--- src/core/l2key_cfg.svh ---
`ifndef L2KEY_CFG_SVH
`define L2KEY_CFG_SVH
// ----------------------------------------
// key layout
// ----------------------------------------
`define MASK_W 53
`define PORT_W 6
`define MASK_RSV_BIT 52
`define M3_PORT_LSB 4
`define M3_PT_LSB 44
`define M3_ACT_LSB 49
`define DMAC_GROUP_BIT 40
`define SEL_PHYS 2'h0
`define SEL_LOOP 2'h1
`define SEL_MASQ 2'h2
`define SEL_SPECIAL 2'h3
`define KIND_NONE 3'h0
`define KIND_CTAG 3'h1
`define KIND_STAG 3'h4
`define KIND_CUST1 3'h5
`define TPID_CTAG 16'h8100
`define TPID_STAG 16'h88A8
`define TYPE_MIN 16'h0600
`define IP4_MC_NIB 4'hE
`define IP6_MC_BYTE 8'hFF
// ----------------------------------------
// register map
// ----------------------------------------
`define REG_AW 8
`define REG_CTRL 8'h00
`define REG_CUST1 8'h04
`define REG_CUST2 8'h08
`define REG_CUST3 8'h0C
`define REG_STATUS 8'h10
`define CTRL_W 5
`define CTRL_USE_CL 0
`define CTRL_MASQ_EN 1
`define CTRL_CPU_EN 2
`define CTRL_VD_EN 3
`define CTRL_LBK3_EN 4
`define CTRL_RST 5'h00
`define CUST_RST 16'h0000
`define ST_CNT_LSB 16
`endif

--- src/core/l2key_pkg.sv ---
`include "l2key_cfg.svh"
package l2key_pkg;
	typedef enum logic [2:0] {
		SRC_FRONT, SRC_CPU_PORT_ZERO, SRC_CPU_PORT_ONE, SRC_VD0, SRC_VD1, SRC_LBK
	} src_kind_t;

	typedef struct packed {
		logic present;
		logic [15:0] tpid;
		logic [2:0] pcp;
		logic dei;
		logic [11:0] vid;
	} frame_tag_t;

	typedef struct packed {
		logic [2:0] kind;
		logic [2:0] pcp;
		logic dei;
		logic [11:0] vid;
	} key_tag_t;

	typedef struct packed {
		logic valid;
		logic [47:0] dmac;
		logic [47:0] smac;
		frame_tag_t [2:0] tags;
		logic [15:0] type_len;
		logic is_ipv4;
		logic is_ipv6;
		logic [7:0] dip_top;
		src_kind_t src_kind;
		logic [`PORT_W-1:0] phys_port;
		logic [`PORT_W-1:0] loop_port;
		logic [`PORT_W-1:0] ifh_src_port;
		logic inject;
		logic [4:0] pipe_pt;
		logic [2:0] pipe_act;
		logic [2:0] cl_pcp;
		logic cl_dei;
		logic [11:0] cl_vid;
	} frame_t;

	typedef struct packed {
		logic [1:0] source_mask_selector;
		logic [`MASK_W-1:0] ingress_source_mask;
		logic dest_group_flag;
		logic dest_all_ones_flag;
		logic [2:0] outer_tag_kind;
		logic [2:0] outer_priority_code;
		logic outer_drop_eligible;
		logic [11:0] outer_vlan_id;
		logic [2:0] second_tag_kind;
		logic [2:0] second_priority_code;
		logic second_drop_eligible;
		logic [11:0] second_vlan_id;
		logic [2:0] third_tag_kind;
		logic [2:0] third_priority_code;
		logic third_drop_eligible;
		logic [11:0] third_vlan_id;
		logic [47:0] dest_mac_field;
		logic [47:0] src_mac_field;
		logic ip_group_flag;
		logic type_encoded_flag;
	} key_t;
endpackage : l2key_pkg

--- src/core/l2key_extract.sv ---
// Design decisions made here: the strobed register port and the register addresses.
`timescale 1ns/1ps
`include "l2key_cfg.svh"
// Functional notes
// - selector 0: mask bit per physical port
// - selector 1: mask bit for loopback port
// - selector 2: mask bit for masqueraded port
// - selector 3: bits 0-3 flag CPU/virtual sources
// - selector 3: source port, pipeline point, action
// - group flag from destination MAC bit 40
// - broadcast flag when destination all ones
// - outer tag kind three-bit code set
// - outer tag fields frame or classified
// - outer VLAN zero when untagged
// - second tag kind, zero when absent
// - second tag fields straight from frame
// - third tag kind, zero when absent
// - third tag fields copied from frame
// - both MAC addresses copied whole
// - IPv4 group flag on top nibble E
// - IPv6 group flag on top byte FF
// - type flag when type field >= 0x600
// - selector takes highest applicable mode
module l2key_extract #(
	parameter logic [2:0] INJ_MASQ_ACT = 3'h1
) (
	input wire logic i_clk_sys,
	input wire logic i_reset,
	input wire l2key_pkg::frame_t i_frame,
	input wire logic [`REG_AW-1:0] i_reg_addr,
	input wire logic [31:0] i_reg_wdata,
	input wire logic i_reg_wr,
	input wire logic i_reg_rd,
	output l2key_pkg::key_t o_key,
	output logic o_key_valid,
	output logic [31:0] o_reg_rdata
);
	import l2key_pkg::*;

	// ----------------------------------------
	// declarations
	// ----------------------------------------
	logic [`CTRL_W-1:0] ctrl_reg;
	logic [2:0][15:0] custom_tpid_reg;
	logic [1:0] last_sel_reg;
	logic [15:0] key_cnt_reg;
	logic [31:0] rd_next;
	logic use_cl;
	logic is_lbk;
	logic is_cpu;
	logic is_vd;
	logic is_masq;
	logic [1:0] sel_next;
	logic [`MASK_W-1:0] mask_next;
	key_tag_t [2:0] tag_out;
	key_t key_next;

	// custom identifier slot for an address, 3 when none
	function automatic logic [1:0] cust_slot(input logic [`REG_AW-1:0] a);
		logic [1:0] s;
		case (a)
			`REG_CUST1: s = 2'h0;
			`REG_CUST2: s = 2'h1;
			`REG_CUST3: s = 2'h2;
			default: s = 2'h3;
		endcase
		return s;
	endfunction : cust_slot

	// ----------------------------------------
	// register writes
	// ----------------------------------------
	always_ff @(posedge i_clk_sys) begin
		if (i_reset) begin
			ctrl_reg <= `CTRL_RST;
		end else if (i_reg_wr && i_reg_addr == `REG_CTRL) begin
			ctrl_reg <= i_reg_wdata[`CTRL_W-1:0];
		end
	end

	genvar g;
	generate
		for (g = 0; g < 3; g++) begin : g_cust
			always_ff @(posedge i_clk_sys) begin
				if (i_reset) begin
					custom_tpid_reg[g] <= `CUST_RST;
				end else if (i_reg_wr && cust_slot(i_reg_addr) == 2'(g)) begin
					custom_tpid_reg[g] <= i_reg_wdata[15:0];
				end
			end
		end
	endgenerate

	// ----------------------------------------
	// register reads
	// ----------------------------------------
	always_comb begin
		rd_next = '0;
		case (i_reg_addr)
			`REG_CTRL: rd_next[`CTRL_W-1:0] = ctrl_reg;
			`REG_STATUS: begin
				rd_next[1:0] = last_sel_reg;
				rd_next[`ST_CNT_LSB +: 16] = key_cnt_reg;
			end
			default: begin
				if (cust_slot(i_reg_addr) != 2'h3) begin
					rd_next[15:0] = custom_tpid_reg[cust_slot(i_reg_addr)];
				end
			end
		endcase
	end

	// read data stand for one cycle only
	always_ff @(posedge i_clk_sys) begin
		if (i_reset) begin
			o_reg_rdata <= '0;
		end else begin
			o_reg_rdata <= i_reg_rd ? rd_next : '0;
		end
	end

	// ----------------------------------------
	// source mask selector
	// ----------------------------------------
	assign use_cl = ctrl_reg[`CTRL_USE_CL];
	assign is_lbk = (i_frame.src_kind == SRC_LBK);
	assign is_cpu = (i_frame.src_kind == SRC_CPU_PORT_ZERO) ||
		(i_frame.src_kind == SRC_CPU_PORT_ONE);
	assign is_vd = (i_frame.src_kind == SRC_VD0) ||
		(i_frame.src_kind == SRC_VD1);
	assign is_masq = (i_frame.inject &&
		i_frame.ifh_src_port != i_frame.phys_port) ||
		(i_frame.pipe_act == INJ_MASQ_ACT);

	always_comb begin
		sel_next = `SEL_PHYS;
		if ((is_cpu && ctrl_reg[`CTRL_CPU_EN]) ||
				(is_vd && ctrl_reg[`CTRL_VD_EN]) ||
				(is_lbk && ctrl_reg[`CTRL_LBK3_EN])) begin
			sel_next = `SEL_SPECIAL;
		end else if (is_masq && ctrl_reg[`CTRL_MASQ_EN]) begin
			sel_next = `SEL_MASQ;
		end else if (is_lbk) begin
			sel_next = `SEL_LOOP;
		end
	end

	src_mask_build u_mask (
		.i_sel(sel_next),
		.i_kind(i_frame.src_kind),
		.i_phys_port(i_frame.phys_port),
		.i_loop_port(i_frame.loop_port),
		.i_src_port(i_frame.ifh_src_port),
		.i_masq(is_masq),
		.i_pipe_pt(i_frame.pipe_pt),
		.i_pipe_act(i_frame.pipe_act),
		.o_mask(mask_next)
	);

	// ----------------------------------------
	// tag decoding
	// ----------------------------------------
	generate
		for (g = 0; g < 3; g++) begin : g_tag
			tag_field_pick u_tag (
				.i_tag(i_frame.tags[g]),
				.i_custom_tpid(custom_tpid_reg),
				.o_tag(tag_out[g])
			);
		end
	endgenerate

	// ----------------------------------------
	// key assembly
	// ----------------------------------------
	always_comb begin
		key_next = '0;
		key_next.source_mask_selector = sel_next;
		key_next.ingress_source_mask = mask_next;
		key_next.dest_group_flag = i_frame.dmac[`DMAC_GROUP_BIT];
		key_next.dest_all_ones_flag = &i_frame.dmac;
		key_next.outer_tag_kind = tag_out[0].kind;
		key_next.outer_priority_code =
			use_cl ? i_frame.cl_pcp : tag_out[0].pcp;
		key_next.outer_drop_eligible =
			use_cl ? i_frame.cl_dei : tag_out[0].dei;
		if (tag_out[0].kind != `KIND_NONE) begin
			key_next.outer_vlan_id =
				use_cl ? i_frame.cl_vid : tag_out[0].vid;
		end
		key_next.second_tag_kind = tag_out[1].kind;
		key_next.second_priority_code = tag_out[1].pcp;
		key_next.second_drop_eligible = tag_out[1].dei;
		key_next.second_vlan_id = tag_out[1].vid;
		key_next.third_tag_kind = tag_out[2].kind;
		key_next.third_priority_code = tag_out[2].pcp;
		key_next.third_drop_eligible = tag_out[2].dei;
		key_next.third_vlan_id = tag_out[2].vid;
		key_next.dest_mac_field = i_frame.dmac;
		key_next.src_mac_field = i_frame.smac;
		key_next.ip_group_flag =
			(i_frame.is_ipv4 &&
			i_frame.dip_top[7:4] == `IP4_MC_NIB) ||
			(i_frame.is_ipv6 && i_frame.dip_top == `IP6_MC_BYTE);
		key_next.type_encoded_flag =
			(i_frame.type_len >= `TYPE_MIN);
	end

	// ----------------------------------------
	// key output and status
	// ----------------------------------------
	always_ff @(posedge i_clk_sys) begin
		if (i_reset) begin
			o_key <= '0;
		end else if (i_frame.valid) begin
			o_key <= key_next;
		end
	end

	always_ff @(posedge i_clk_sys) begin
		if (i_reset) begin
			o_key_valid <= 1'b0;
		end else begin
			o_key_valid <= i_frame.valid;
		end
	end

	always_ff @(posedge i_clk_sys) begin
		if (i_reset) begin
			last_sel_reg <= `SEL_PHYS;
			key_cnt_reg <= '0;
		end else if (i_frame.valid) begin
			last_sel_reg <= sel_next;
			key_cnt_reg <= key_cnt_reg + 16'h0001;
		end
	end
endmodule : l2key_extract

--- src/core/tag_field_pick.sv ---
`timescale 1ns/1ps
`include "l2key_cfg.svh"
module tag_field_pick (
	input wire l2key_pkg::frame_tag_t i_tag,
	input wire logic [2:0][15:0] i_custom_tpid,
	output l2key_pkg::key_tag_t o_tag
);
	import l2key_pkg::*;

	function automatic logic [2:0] kind_of(input logic [15:0] tpid,
			input logic [2:0][15:0] cust);
		logic [2:0] k;
		k = `KIND_NONE;
		if (tpid == `TPID_CTAG) begin
			k = `KIND_CTAG;
		end else if (tpid == `TPID_STAG) begin
			k = `KIND_STAG;
		end else begin
			for (int i = 2; i >= 0; i--) begin
				if (tpid == cust[i]) begin
					k = 3'(`KIND_CUST1 + i);
				end
			end
		end
		return k;
	endfunction : kind_of

	always_comb begin
		logic [2:0] k;
		k = i_tag.present ? kind_of(i_tag.tpid, i_custom_tpid) : `KIND_NONE;
		o_tag = '0;
		o_tag.kind = k;
		if (k != `KIND_NONE) begin
			o_tag.pcp = i_tag.pcp;
			o_tag.dei = i_tag.dei;
			o_tag.vid = i_tag.vid;
		end
	end
endmodule : tag_field_pick

--- src/core/src_mask_build.sv ---
`timescale 1ns/1ps
`include "l2key_cfg.svh"
module src_mask_build #(
	parameter int MASK_W = `MASK_W,
	parameter int PORT_W = `PORT_W
) (
	input wire logic [1:0] i_sel,
	input wire l2key_pkg::src_kind_t i_kind,
	input wire logic [PORT_W-1:0] i_phys_port,
	input wire logic [PORT_W-1:0] i_loop_port,
	input wire logic [PORT_W-1:0] i_src_port,
	input wire logic i_masq,
	input wire logic [4:0] i_pipe_pt,
	input wire logic [2:0] i_pipe_act,
	output logic [MASK_W-1:0] o_mask
);
	import l2key_pkg::*;

	// top bit stays clear for any port index
	function automatic logic [MASK_W-1:0] port_bit(input logic [PORT_W-1:0] p);
		logic [MASK_W-1:0] m;
		m = '0;
		if (int'(p) < MASK_W - 1) begin
			m[p] = 1'b1;
		end
		return m;
	endfunction : port_bit

	always_comb begin
		o_mask = '0;
		case (i_sel)
			`SEL_PHYS: o_mask = port_bit(i_phys_port);
			`SEL_LOOP: o_mask = port_bit(i_loop_port);
			`SEL_MASQ: o_mask = port_bit(i_src_port);
			`SEL_SPECIAL: begin
				o_mask[0] = (i_kind == SRC_CPU_PORT_ZERO);
				o_mask[1] = (i_kind == SRC_CPU_PORT_ONE);
				o_mask[2] = (i_kind == SRC_VD0);
				o_mask[3] = (i_kind == SRC_VD1);
				o_mask[`M3_PORT_LSB +: PORT_W] =
					i_masq ? i_src_port : i_phys_port;
				o_mask[`M3_PT_LSB +: 5] = i_pipe_pt;
				o_mask[`M3_ACT_LSB +: 3] = i_pipe_act;
			end
			default: o_mask = '0;
		endcase
	end
endmodule : src_mask_build

--- config.mk ---
export PLATFORM = sky130hd
export DESIGN_NAME = l2key_extract
export DESIGN_NICKNAME = d
export VERILOG_FILES = /design/src/core/l2key_pkg.sv /design/src/core/l2key_extract.sv /design/src/core/tag_field_pick.sv /design/src/core/src_mask_build.sv
export VERILOG_INCLUDE_DIRS = /design/src /design/src/core
export SDC_FILE = /design/constraint.sdc
export NUM_CORES = 1
export LEC_CHECK = 0
export ABC_AREA = 1
export BUFFER_PORTS_ARGS = -buffer_cell sky130_fd_sc_hd__buf_2
export CAP_MARGIN = 30
export CORE_AREA = 3 3 218 220
export CTS_CLUSTER_SIZE = 28
export DETAILED_ROUTE_END_ITERATION = 16
export DIE_AREA = 0 0 221 223
export GPL_ROUTABILITY_DRIVEN = 0
export GPL_TIMING_DRIVEN = 1
export PLACE_DENSITY = 0.65
export SLEW_MARGIN = 20
export SYNTH_ARGS = -nofsm -noshare
export SYNTH_HDL_FRONTEND = slang
export SYNTH_HIERARCHICAL = 1
export SYNTH_SLANG_ARGS = --single-unit
--- constraint.sdc ---
create_clock -name i_clk_sys -period 6 [get_ports i_clk_sys]
set_input_delay 1.2 -clock i_clk_sys [delete_from_list [all_inputs] [get_ports i_clk_sys]]
set_output_delay 1.2 -clock i_clk_sys [all_outputs]
set_load 0.05 [all_outputs]
Yosys cells after proc, flatten, opt, wreduce, memory -nomap -nowiden
Cells that the tools add are included.
Cells by class
  magnitude comparators: 11
  equal/unequal tests: 34
  multiplexer cells: 52
  bitwise gates (word level): 3
  reductions and logical operators: 31
  add/subtract/negate cells: 1
Operators by type and width (number)
  $mux 53: 3
  $eq 16x16->1: 9
  $pmux 34 s3: 1
  $eq 16x16->1 const B: 6
  $mux 16: 4
  $mux 3: 19
  $reduce_and 48->1: 1
  $pmux 10 s4: 1
  $bmux 16 s2: 1
  $pmux 8 s4: 1
  $mux 12: 2
  $lt 6x7->1 const B: 3
  $demux 1 s6: 3
  $ge 6x1->1 const B: 3
  $lt 6x6->1 const B: 3
  $add 16x1->16 const B: 1
  $eq 8x4->1 const B: 2
  $ge 16x11->1 const B: 1
  $logic_and 1x1->1: 14
  $mux 2: 6
  $reduce_bool 3->1: 3
  $eq 8x3->1 const B: 1
  $eq 8x5->1 const B: 1
  $eq 8x8->1 const B: 1
  other kinds (23): 42
Word-level totals
  register bits: 314
  bits of input ports: 312

Logic depth before layout (Yosys ltp)
Gate-level depths: netlist of the first run.
  depth after elaboration: 11
  mapped depth: 19

By module
The synthesis of the first run kept the hierarchy.
By module, submodules not included
  l2key_extract: cells an instance 1529, sequential area each 6266.0 um^2, area each 11669.9 um^2, times used 1
  tag_field_pick: cells an instance 262, sequential area each 0.0 um^2, area each 1194.9 um^2, times used 3
  src_mask_build: cells an instance 369, sequential area each 0.0 um^2, area each 1711.6 um^2, times used 1

Worst setup path before layout of the first run
Ideal clock, no wire load.
  kind: input-to-reg
  from: in i_frame[17] (netlist name)
  to: reg o_key[195] (netlist name)
  path buffers: 0
  library setup time: 0.065 ns
  cell stages on the path: 14
  slack: 3.073 ns
  arrival time: 2.862 ns
  cell sequence: or3b_2 nand2_1 nand2_1 nand2_1 nand2_1 inv_1 nand2_2 inv_2 nand2_2 nor2_2 nand2_1 nand3_1 nor2_1 nor2_1
RTL lines
  start: declaration: RTL line l2key_extract.sv:29  | input wire l2key_pkg::frame_t i_frame,
  end signal: assignment: RTL line l2key_extract.sv:216  | o_key <= key_next;
  end: declaration: RTL line l2key_extract.sv:34  | output l2key_pkg::key_t o_key,

==> results of run 1 <==
-- final cells by class --
| cell class | instances | area (µm²) |
|---|---|---|
| fillers | 4819 | 24200 |
| flip-flops and latches | 313 | 6270 |
| repair buffers | 544 | 2800 |
| clock buffers | 52 | 1110 |
| inverters | 296 | 1120 |
| multi-input cells | 1955 | 9020 |
| well taps | 600 | 751 |
| diodes | 4 | 10.0 |
| clock inverters | 16 | 190 |
-- per-layer routing --
layer  GRT usage, %  vias to the layer above
li1               -                     9381
met1           36.8                     8557
met2           43.5                      915
met3           6.50                      106
met4           8.52                        0
met5              0                        -
-- critical path, cell delays in order --
cell,delay [ns]
buf_2,0.17
inv_1,0.05
nand2_1,0.05
nand2_1,0.04
nor2_1,0.10
nand3_1,0.08
nand2_1,0.06
nand2_1,0.26
nand2_1,0.21
nand2_1,0.08
nand2_1,0.12
inv_1,0.10
nor2_4,0.58
inv_2,0.06
nor2_2,0.37
nand3_1,0.12
nand3_1,0.13
nor2_1,0.08
nor2_1,0.11
-- stage by stage --
stage,setup slack [ns],hold WS [ns],utilization [%],cells,power (W)
after global placement,2.07,0.443,43.8,3706,0.00316
after floorplan,3.07,0.421,-,2684,0.00283
after CTS,2.65,0.455,46.8,3776,0.00559
after global routing,2.21,0.480,46.8,3779,0.00575
final,2.51,0.454,46.8,3780,0.00555
after detailed placement,2.05,0.441,43.9,3708,0.00316
-- synthesized netlist by cell type (7+ instances only) --
| cell type | number | area, µm² |
|---|---|---|
| nor2_1 | 628 | 2360 |
| xor2_1 | 57 | 499 |
| nor3_1 | 27 | 135 |
| o21ai_0 | 248 | 1240 |
| a211oi_1 | 9 | 67.6 |
| nand3_1 | 159 | 796 |
| clkbuf_2 | 9 | 45.0 |
| nand4_1 | 42 | 263 |
| inv_1 | 283 | 1060 |
| nand2_2 | 7 | 43.8 |
| a21oi_2 | 8 | 70.1 |
| xnor2_1 | 33 | 289 |
| o21ai_1 | 18 | 90.1 |
| nor3_2 | 10 | 100 |
| nor2_4 | 10 | 113 |
| inv_2 | 13 | 48.8 |
| nand2_1 | 561 | 2110 |
| nor2_2 | 10 | 62.6 |
| buf_2 | 29 | 145 |
| buf_4 | 9 | 67.6 |
| a21oi_1 | 93 | 465 |
| dfxtp_1 | 313 | 6270 |
| clkbuf_1 | 65 | 244 |
-- placed cells by master, fill, tap and decap left out, types with 5 or more instances in the layout --
cell       netlist  routed
xnor2_1         33      33
inv_2           13      12
nand2_2          7       7
nor3_1          27      27
xor2_1          57      57
o21ai_1         18      18
a21oi_1         93      93
inv_1          283     282
buf_4            9       9
nor2_1         628     627
clkbuf_8         0       9
o21ai_0        248     248
a211oi_1         9       9
dfxtp_1        313     313
nor4_1           5       5
nor2_2          10      11
nor2_4          10      10
clkinv_2         0       6
nand3_1        159     159
nand2_1        561     561
nand4_1         42      42
a21oi_2          8       8
nor3_2          10      10
buf_2           29     531
clkbuf_16        0      39
-- power groups by stage --
stage / Sequential, W / Combinational [W] / Clock [W]
after floorplan: 0.00251 / 0.000313 / 0
after global placement: 0.00225 / 0.000912 / 0
after detailed placement: 0.00225 / 0.000913 / 0
after CTS: 0.00221 / 0.000917 / 0.00247
after global routing: 0.00222 / 0.000995 / 0.00254
final: 0.00221 / 0.000924 / 0.00241
-- cells by family after synthesis --
family | Yosys count | synth area share (%)
AO/OA/AOI/OAI | 395 | 12.3
flip-flops | 313 | 36.9
adder cells (fa/ha/maj) | 1 | 0.0737
XOR/XNOR | 90 | 4.65
other | 1 | 0.0221
AND/OR/NAND/NOR | 1468 | 36.1
buffers and inverters | 416 | 9.90
-- worst paths after layout --
| check | from | end |
|---|---|---|
| setup reg to reg | custom_tpid_reg[42] | o_key[138] |
| setup / recovery | i_frame[42] | o_key[178] |
| hold / removal | key_cnt_reg[12] | o_reg_rdata[28] |
| hold reg to reg | key_cnt_reg[12] | o_reg_rdata[28] |
==> summary.txt, run 1 <==
Placement
  – Final HPWL DP: 53,700 µm
  – Placed cell areas: 20,000 µm²
  – PortBufs: 531

STA
  – Final slew viol count: 0
  – RSZ-0062 raised after global routing: no
  – Max Fclk: 287 MHz
  – Worst Max-Slew Pin Slew: 0.956 ns
  – Final worst path period need: 3.49 ns
  – Layout Skew: 0.0185 ns
  – TNS Setup: 0 ns
  – Final Hold Fails: 0
  – Setup Viol. Count Final: 0
  – Period utilization: 58.2%
  – Relative slew margins: 35.7%

Synthesis
  – Syn Area/Cell: 6.32 µm²
  – Mapped cell area: 17,000 µm²
  – Netlist cell types: 42
  – Synth Net Count: 2,997
  – Synth warn: 6
  – Synth async-reset ratio: 0%
  – Post-synth EDFFs: 0
  – Sequential share of the synthesized area: 36.9%
  – Ys flop type: dfxtp_1
  – Post-synthesis instance total: 2,684
  – #FFs+latches synth: 313

Outcome
  – Status: completed

Global route
  – Initial antenna violation count: 4
  – Total track usage: 27.4%
  – Number of global-route vias before repair: 17,100
  – Pin count of the biggest net entering global routing: 177
  – Remaining global-route overflow: 0
  – Global-route wire length before repair: 105,000 µm

Clock network
  – Worst-Skew Late Latency: 0.56 ns
  – CTS tree: built
  – Hold buffers post-CTS: 0
  – CTS Root Cell: clkbuf_16
  – H-tree levels: 2
  – Number of CTS-inserted buffers: 38
  – Max Root-Sink Buffers: 3
  – Reg clk slew, reported paths: 0.06 ns
  – CTS Sinks: 313
  – Post_cts resized: 0
  – Post-CTS Setup Bufs: 0

Routing
  – Drt pass-1 iters: 6
  – Via count: 19,000
  – Met1 WL: 29,700 µm
  – Total length of routed met3 wires: 6910 µm
  – Starting DRT DRC Count: 2,145
  – Final WL: 70,900 µm
  – DRC Markers: 0
  – Via-to-Cell Ratio: 5.02
  – Post-detailed-route count of antenna-violating nets: 0
  – Uppermost routed layer: met4
  – Met2 routed WL: 32,000 µm
  – Per-cell routed wire length: 18.7 µm

Worst setup path
  – CP required: 6.51 ns
  – Crit path kind: primary input to flop
  – CP startpoint kind: primary input
  – Worst setup EP type: flop
  – R2R depth: 11
  – Crit path max fanout: 32
  – CP arrival: 3.99 ns
  – R2R Setup Slk: 3.20 ns

Power and ir drop
  – VDD IR max: 0.180 mV
  – PwrDens: 261 nW/µm²
  – Sequential power share: 39.8%
  – Net switching fraction of the power: 30.9%
  – Leakage power: 10.5 nW
  – Clock share of power: 43.5%
  – Switching pwr: 0.00171 W
  – Comb pwr share: 16.7%
  – Int Pwr: 0.00384 W

Hold path
  – Hold Crit Depth: 2
  – Hold Path Class: flop to flop

Flow run
  – Max-cap violation count: 0

Finish
  – Layout cells sized above 1: 21.3%
  – Synthesis-to-finish area growth: 25.4%
  – Final instance area: 21,300 µm²
  – Final net count: 3,461
  – Max reg flops: 209

Floorplanning
  – Die Ht: 223 µm
  – I/O pin count: 557
  – Core outline area: 45,500 µm²
  – Floorplan row count: 78
  – Initial Util: 37.3%
  – DIE AREA: 49,300 µm²
  – Die X: 221 µm
No activity file was read; power rests on OpenSTA's default activity.
==> run 2: changes to the inputs <==
clock period = 3.47 ns   (was 6 ns; I/O delays follow)
==> summary.txt, run 2 (same netlist as run 1, synthesis figures left out) <==
Outcome
  – Status: completed (unchanged)

Clock network
  – Post_cts resized: 0 (unchanged)
  – Number of CTS-inserted buffers: 38 (unchanged)
  – Worst-Skew Late Latency: 0.56 ns (about the same)
  – Max Root-Sink Buffers: 3 (unchanged)
  – H-tree levels: 2 (unchanged)
  – CTS Root Cell: clkbuf_16 (unchanged)
  – Post-CTS Setup Bufs: 0 (unchanged)
  – CTS Sinks: 313 (unchanged)
  – CTS tree: built (unchanged)
  – Hold buffers post-CTS: 0 (unchanged)
  – Reg clk slew, reported paths: 0.06 ns (about the same)

Floorplanning
  – Die X: 221 µm (unchanged)
  – DIE AREA: 49,300 µm² (unchanged)
  – Initial Util: 37.3% (unchanged)
  – I/O pin count: 557 (unchanged)
  – Die Ht: 223 µm (unchanged)
  – Core outline area: 45,500 µm² (unchanged)
  – Floorplan row count: 78 (unchanged)

Worst setup path
  – CP required: 3.94 ns (was 6.51 ns)
  – Crit path max fanout: 16 (was 32)
  – Worst setup EP type: flop (unchanged)
  – Crit path kind: flop to flop (was primary input to flop)
  – CP arrival: 2.88 ns (was 3.99 ns)
  – CP startpoint kind: flop (was primary input)

Placement
  – Placed insts: 3,723 (was 3,708)
  – Pre-CTS setup slack: 0.566 ns (was 2.05 ns)
  – PortBufs: 531 (unchanged)
  – Final HPWL DP: 53,600 µm (was 53,700 µm)

Finish
  – Finished Core Util: 46.7% (was 46.8%)
  – Fillers: 4,867 (was 4,819)
  – Synthesis-to-finish area growth: 25.3% (was 25.4%)
  – Leading cell type in the layout, fill and taps excluded: nor2_1 (unchanged)
  – Non-Filler Instances: 3,790 (was 3,780)
  – Commonest cells after routing, fill and taps aside: nor2_1 (627), nand2_1 (561), buf_2 (530) (was nor2_1 (627), nand2_1 (561), buf_2 (531))
  – Max reg flops: 209 (unchanged)
  – Layout cells sized above 1: 21.5% (was 21.3%)
  – Final net count: 3,476 (was 3,461)

STA
  – RSZ-0062 raised after global routing: no (unchanged)
  – WHS: 0.365 ns (was 0.454 ns)
  – Max Fclk: 415 MHz
  – Layout Skew: 0.0294 ns (was 0.0185 ns)
  – Worst Max-Slew Pin Slew: 1.02 ns (was 0.956 ns)
  – Relative slew margins: 32.1% (was 35.7%)
  – Setup Viol. Count Final: 0 (unchanged)
  – Final slew viol count: 0 (unchanged)
  – Final Hold Fails: 0 (unchanged)
  – Final WS setup: 1.06 ns (was 2.51 ns)
  – TNS Setup: 0 ns (unchanged)
  – Final worst path period need: 2.41 ns
  – Period utilization: 69.5%

Global route
  – Remaining global-route overflow: 0 (unchanged)
  – Initial antenna violation count: 8 (was 4)
  – Total track usage: 27.5% (was 27.4%)
  – Global-route wire length before repair: 105,000 µm (about the same)
  – Number of global-route vias before repair: 17,400 (was 17,100)
  – Pin count of the biggest net entering global routing: 241 (was 177)

Routing
  – Via-to-Cell Ratio: 5.00 (was 5.02)
  – DRC Markers: 0 (unchanged)
  – Final WL: 71,500 µm (was 70,900 µm)
  – Starting DRT DRC Count: 1,984 (was 2,145)
  – Drt pass-1 iters: 6 (unchanged)
  – Via count: 18,900 (was 19,000)
  – Post-detailed-route count of antenna-violating nets: 0 (unchanged)
  – Per-cell routed wire length: 18.9 µm (was 18.7 µm)

Hold path
  – Hold Path Class: primary input to flop (was flop to flop)

Power and ir drop
  – Leakage power: 10.5 nW (about the same)
  – PwrDens: 438 nW/µm² (was 261 nW/µm²)
  – VDD IR max: 0.328 mV (was 0.180 mV)

Flow run
  – Max-cap violation count: 0 (unchanged)
## run 2: cell types whose count changed in the layout (fill, tap and decap cells not counted), sizes merged
cell / previous run / this run
bufinv: 3 / 2
buf: 544 / 559
inv: 298 / 300
clkbuf: 52 / 48
diode: 4 / 3
clkinv: 9 / 7
clkinvlp: 2 / 3
## run 2: report_power, final
group          leakage, nW  internal, W  switching [W]
clock                0.573      0.00224        0.00164
combinational         7.32     0.000414        0.00120
sequential            2.57      0.00374      0.0000879
total                 10.5      0.00639        0.00292
## run 2: worst max-delay path, cell delays in order, from the launching register on
cell and delay (ns):
dfxtp_1 0.56, xnor2_1 0.17, nand2_1 0.07, nor2_1 0.20, nand2_1 0.09, nor2_1 0.09
nand2_1 0.05, nand2_1 0.05, nand2_1 0.06, nand2_2 0.13, nor2_4 0.03, buf_4 0.23
nor2_1 0.13, nand2_1 0.08, nand2_1 0.20, nand2_1 0.08, a21oi_1 0.12
## run 2: path summary, 6_finish.rpt
path,from,to,slack (ns),cells past startpoint
min reg2reg,key_cnt_reg[12],o_reg_rdata[28],0.45,2
max,custom_tpid_reg[44],o_key[139],1.06,16
min,i_frame[212],o_key[43],0.37,3
max reg2reg,custom_tpid_reg[44],o_key[139],1.06,16
## run 2: final cells by class
type,instances,area (µm²),area share (%)
multi-input cells,1955,9020,42.4
clock inverters,16,159,0.747
flip-flops and latches,313,6270,29.5
diodes,3,7.51,0.0353
repair buffers,559,2910,13.7
inverters,296,1120,5.27
clock buffers,48,1020,4.80
well taps,600,751,3.53
## run 2: through the flow
step                power, W  instance area (µm²)
finish               0.00931                21300
global route         0.00966                21300
CTS                  0.00937                21300
detailed placement   0.00549                20100
global placement     0.00548                20100
floorplan            0.00489                17000
## run 2: layer usage
layer  vias up  part of all wire, %  track usage [%]  wire length, µm
met5         -                0.039                0               28
met4         4                  4.5             11.6             3230
met3       144                  9.4             6.91             6750
met2       877                   44             42.6            31200
met1      8503                   42             36.5            30300
li1       9405                    -                -                -
==> run 3: changes to the inputs <==
clock period = 2.3 ns   (was 3.47 ns; I/O delays follow)
==> summary.txt, run 3 (same netlist as run 1, synthesis figures left out) <==
Clock network
  – Reg clk slew, reported paths: 0.06 ns (about the same)
  – Hold buffers post-CTS: 0 (unchanged)
  – Post-CTS Setup Bufs: 0 (unchanged)
  – CTS Sinks: 313 (unchanged)
  – Max Root-Sink Buffers: 3 (unchanged)
  – Worst-Skew Late Latency: 0.57 ns (was 0.56 ns)
  – CTS tree: built (unchanged)
  – Number of CTS-inserted buffers: 38 (unchanged)
  – CTS Root Cell: clkbuf_16 (unchanged)
  – H-tree levels: 2 (unchanged)

Flow run
  – Max-cap violation count: 0 (unchanged)

Global route
  – Global-route wire length before repair: 108,000 µm (was 105,000 µm)
  – Total track usage: 28.1% (was 27.5%)
  – Remaining global-route overflow: 0 (unchanged)
  – Number of global-route vias before repair: 18,000 (was 17,400)
  – Pin count of the biggest net entering global routing: 94 (was 241)
  – Initial antenna violation count: 5 (was 8)

STA
  – Worst Max-Slew Pin Slew: 0.813 ns (was 1.02 ns)
  – Period utilization: 92.9% (was 69.5%)
  – Layout Skew: 0.0145 ns (was 0.0294 ns)
  – Relative slew margins: 45.7% (was 32.1%)
  – Max Fclk: 468 MHz (was 415 MHz)
  – Setup Viol. Count Final: 0 (unchanged)
  – Final worst path period need: 2.14 ns (was 2.41 ns)
  – Final slew viol count: 0 (unchanged)
  – Final Hold Fails: 0 (unchanged)
  – RSZ-0062 raised after global routing: no (unchanged)

Routing
  – Final WL: 73,500 µm (was 71,500 µm)
  – Via count: 19,500 (was 18,900)
  – Met2 routed WL: 33,200 µm (was 31,200 µm)
  – Met1 WL: 30,200 µm (was 30,300 µm)
  – Uppermost routed layer: met5 (unchanged)
  – Per-cell routed wire length: 18.9 µm (about the same)
  – Via-to-Cell Ratio: 5.01 (was 5.00)
  – Drt pass-1 iters: 6 (unchanged)
  – Post-detailed-route count of antenna-violating nets: 0 (unchanged)
  – DRC Markers: 0 (unchanged)
  – Total length of routed met3 wires: 7270 µm (was 6750 µm)
  – Starting DRT DRC Count: 1,833 (was 1,984)

Worst setup path
  – CP required: 2.78 ns (was 3.94 ns)
  – R2R depth: 15 (was 16)
  – Crit path max fanout: 15 (was 16)
  – Worst setup EP type: flop (unchanged)
  – Launch point of the worst path: custom_tpid_reg[13] (was custom_tpid_reg[44])
  – CP startpoint kind: flop (unchanged)
  – Crit path kind: flop to flop (unchanged)
  – CP arrival: 2.62 ns (was 2.88 ns)
  – R2r endpoint: o_key[147] (was o_key[139])
  – Reg2reg start: custom_tpid_reg[13] (was custom_tpid_reg[44])
  – R2R Setup Slk: 0.16 ns (was 1.06 ns)

Power and ir drop
  – PwrDens: 653 nW/µm² (was 438 nW/µm²)
  – VDD IR max: 0.436 mV (was 0.328 mV)
  – Leakage power: 11.1 nW (was 10.5 nW)

Floorplanning
  – Die Ht: 223 µm (unchanged)
  – I/O pin count: 557 (unchanged)
  – DIE AREA: 49,300 µm² (unchanged)
  – Core outline area: 45,500 µm² (unchanged)
  – Die X: 221 µm (unchanged)
  – Initial Util: 37.3% (unchanged)
  – Floorplan row count: 78 (unchanged)

Placement
  – Placed cell areas: 21,000 µm² (was 20,100 µm²)
  – Final HPWL DP: 56,500 µm (was 53,600 µm)
  – PortBufs: 531 (unchanged)
  – Placed insts: 3,828 (was 3,723)

Finish
  – FF+latch area: 6300 µm² (was 6270 µm²)
  – Commonest cells after routing, fill and taps aside: nor2_1 (626), nand2_1 (558), buf_2 (530) (was nor2_1 (627), nand2_1 (561), buf_2 (530))
  – Max reg flops: 209 (unchanged)
  – Finished Core Util: 49.1% (was 46.7%)
  – Final instance area: 22,300 µm² (was 21,300 µm²)
  – Final net count: 3,581 (was 3,476)
  – Non-Filler Instances: 3,896 (was 3,790)
  – Layout cells sized above 1: 24.9% (was 21.5%)
  – Multi-input gate area: 9040 µm² (was 9020 µm²)
  – Fillers: 4,759 (was 4,867)
  – Leading cell type in the layout, fill and taps excluded: nor2_1 (unchanged)
  – Synthesis-to-finish area growth: 31.5% (was 25.3%)

Hold path
  – Hold Crit Endpoint: o_key[44] (was o_key[43])
  – Hold Path Class: primary input to flop (unchanged)
  – Hold path start: i_frame[213] (was i_frame[212])
  – Hold Crit Depth: 3 (unchanged)

Outcome
  – Status: completed (unchanged)
-- run 3: changes by cell type in the layout (fill, tap and decap cells not counted), moves of 8 or more --
| cell | change |
|---|---|
| clkbuf_8 | +10 |
| dfxtp_1 | -23 |
| dfxtp_2 | +21 |
| buf_12 | +8 |
| buf_4 | +97 |
-- run 3: area by class of cell --
class	count	share of cell area, %
multi-input cells	1955	40.5
repair buffers	664	17.0
flip-flops and latches	313	28.2
diodes	2	0.0224
inverters	296	5.02
clock inverters	9	0.639
clock buffers	57	5.17
well taps	600	3.36
-- run 3: where the power goes --
part           internal (W)  switching [W]
clock               0.00380        0.00245
sequential          0.00563       0.000145
combinational      0.000698        0.00184
-- run 3: worst max path at each step --
stage / depth (start not counted) / endpoint
after detailed placement: 21 / o_key[195]
after CTS: 15 / o_key[138]
after global routing: 17 / o_key[147]
after floorplan: 14 / o_key[195]
final: 15 / o_key[147]
after global placement: 21 / o_key[200]
-- run 3: repair_timing --
item | in CTS | in global routing
gates resized for setup | 2 | 28
cloned | 0 | 0
endpoints found under the setup margin | 7 | 30
-- run 3: metal layers --
| layer | GRT usage (%) | vias up |
|---|---|---|
| met5 | 0 | - |
| met1 | 36.5 | 8817 |
| met3 | 7.18 | 149 |
| met4 | 9.95 | 4 |
| li1 | - | 9604 |
| met2 | 45.4 | 937 |
-- run 3: stage by stage --
stage	hold WS, ns	power (W)	setup slack [ns]	setup TNS, ns
4_1_cts	0.0905	0.0146	0.0220	0
6_report	0.119	0.0146	0.164	0
3_3_place_gp	0.439	0.00839	-0.207	-7.82
5_1_grt	0.109	0.0151	0.00846	0
2_1_floorplan	0.421	0.00737	0.113	0
3_5_place_dp	0.438	0.00839	-0.236	-9.27
-- run 3: worst max-delay path, cell delays in order (launching register included) --
cell and delay, ns:
dfxtp_1 0.45, xor2_1 0.10, nor2_1 0.12, nand2_1 0.12
nor2_1 0.17, nand2_1 0.08, nand2_1 0.10, nor2_1 0.08
nor2_4 0.14, nor2_4 0.06, buf_12 0.16, nor2_1 0.09
nand2_1 0.07, nand2_2 0.14, nand2_1 0.06, a21oi_1 0.12
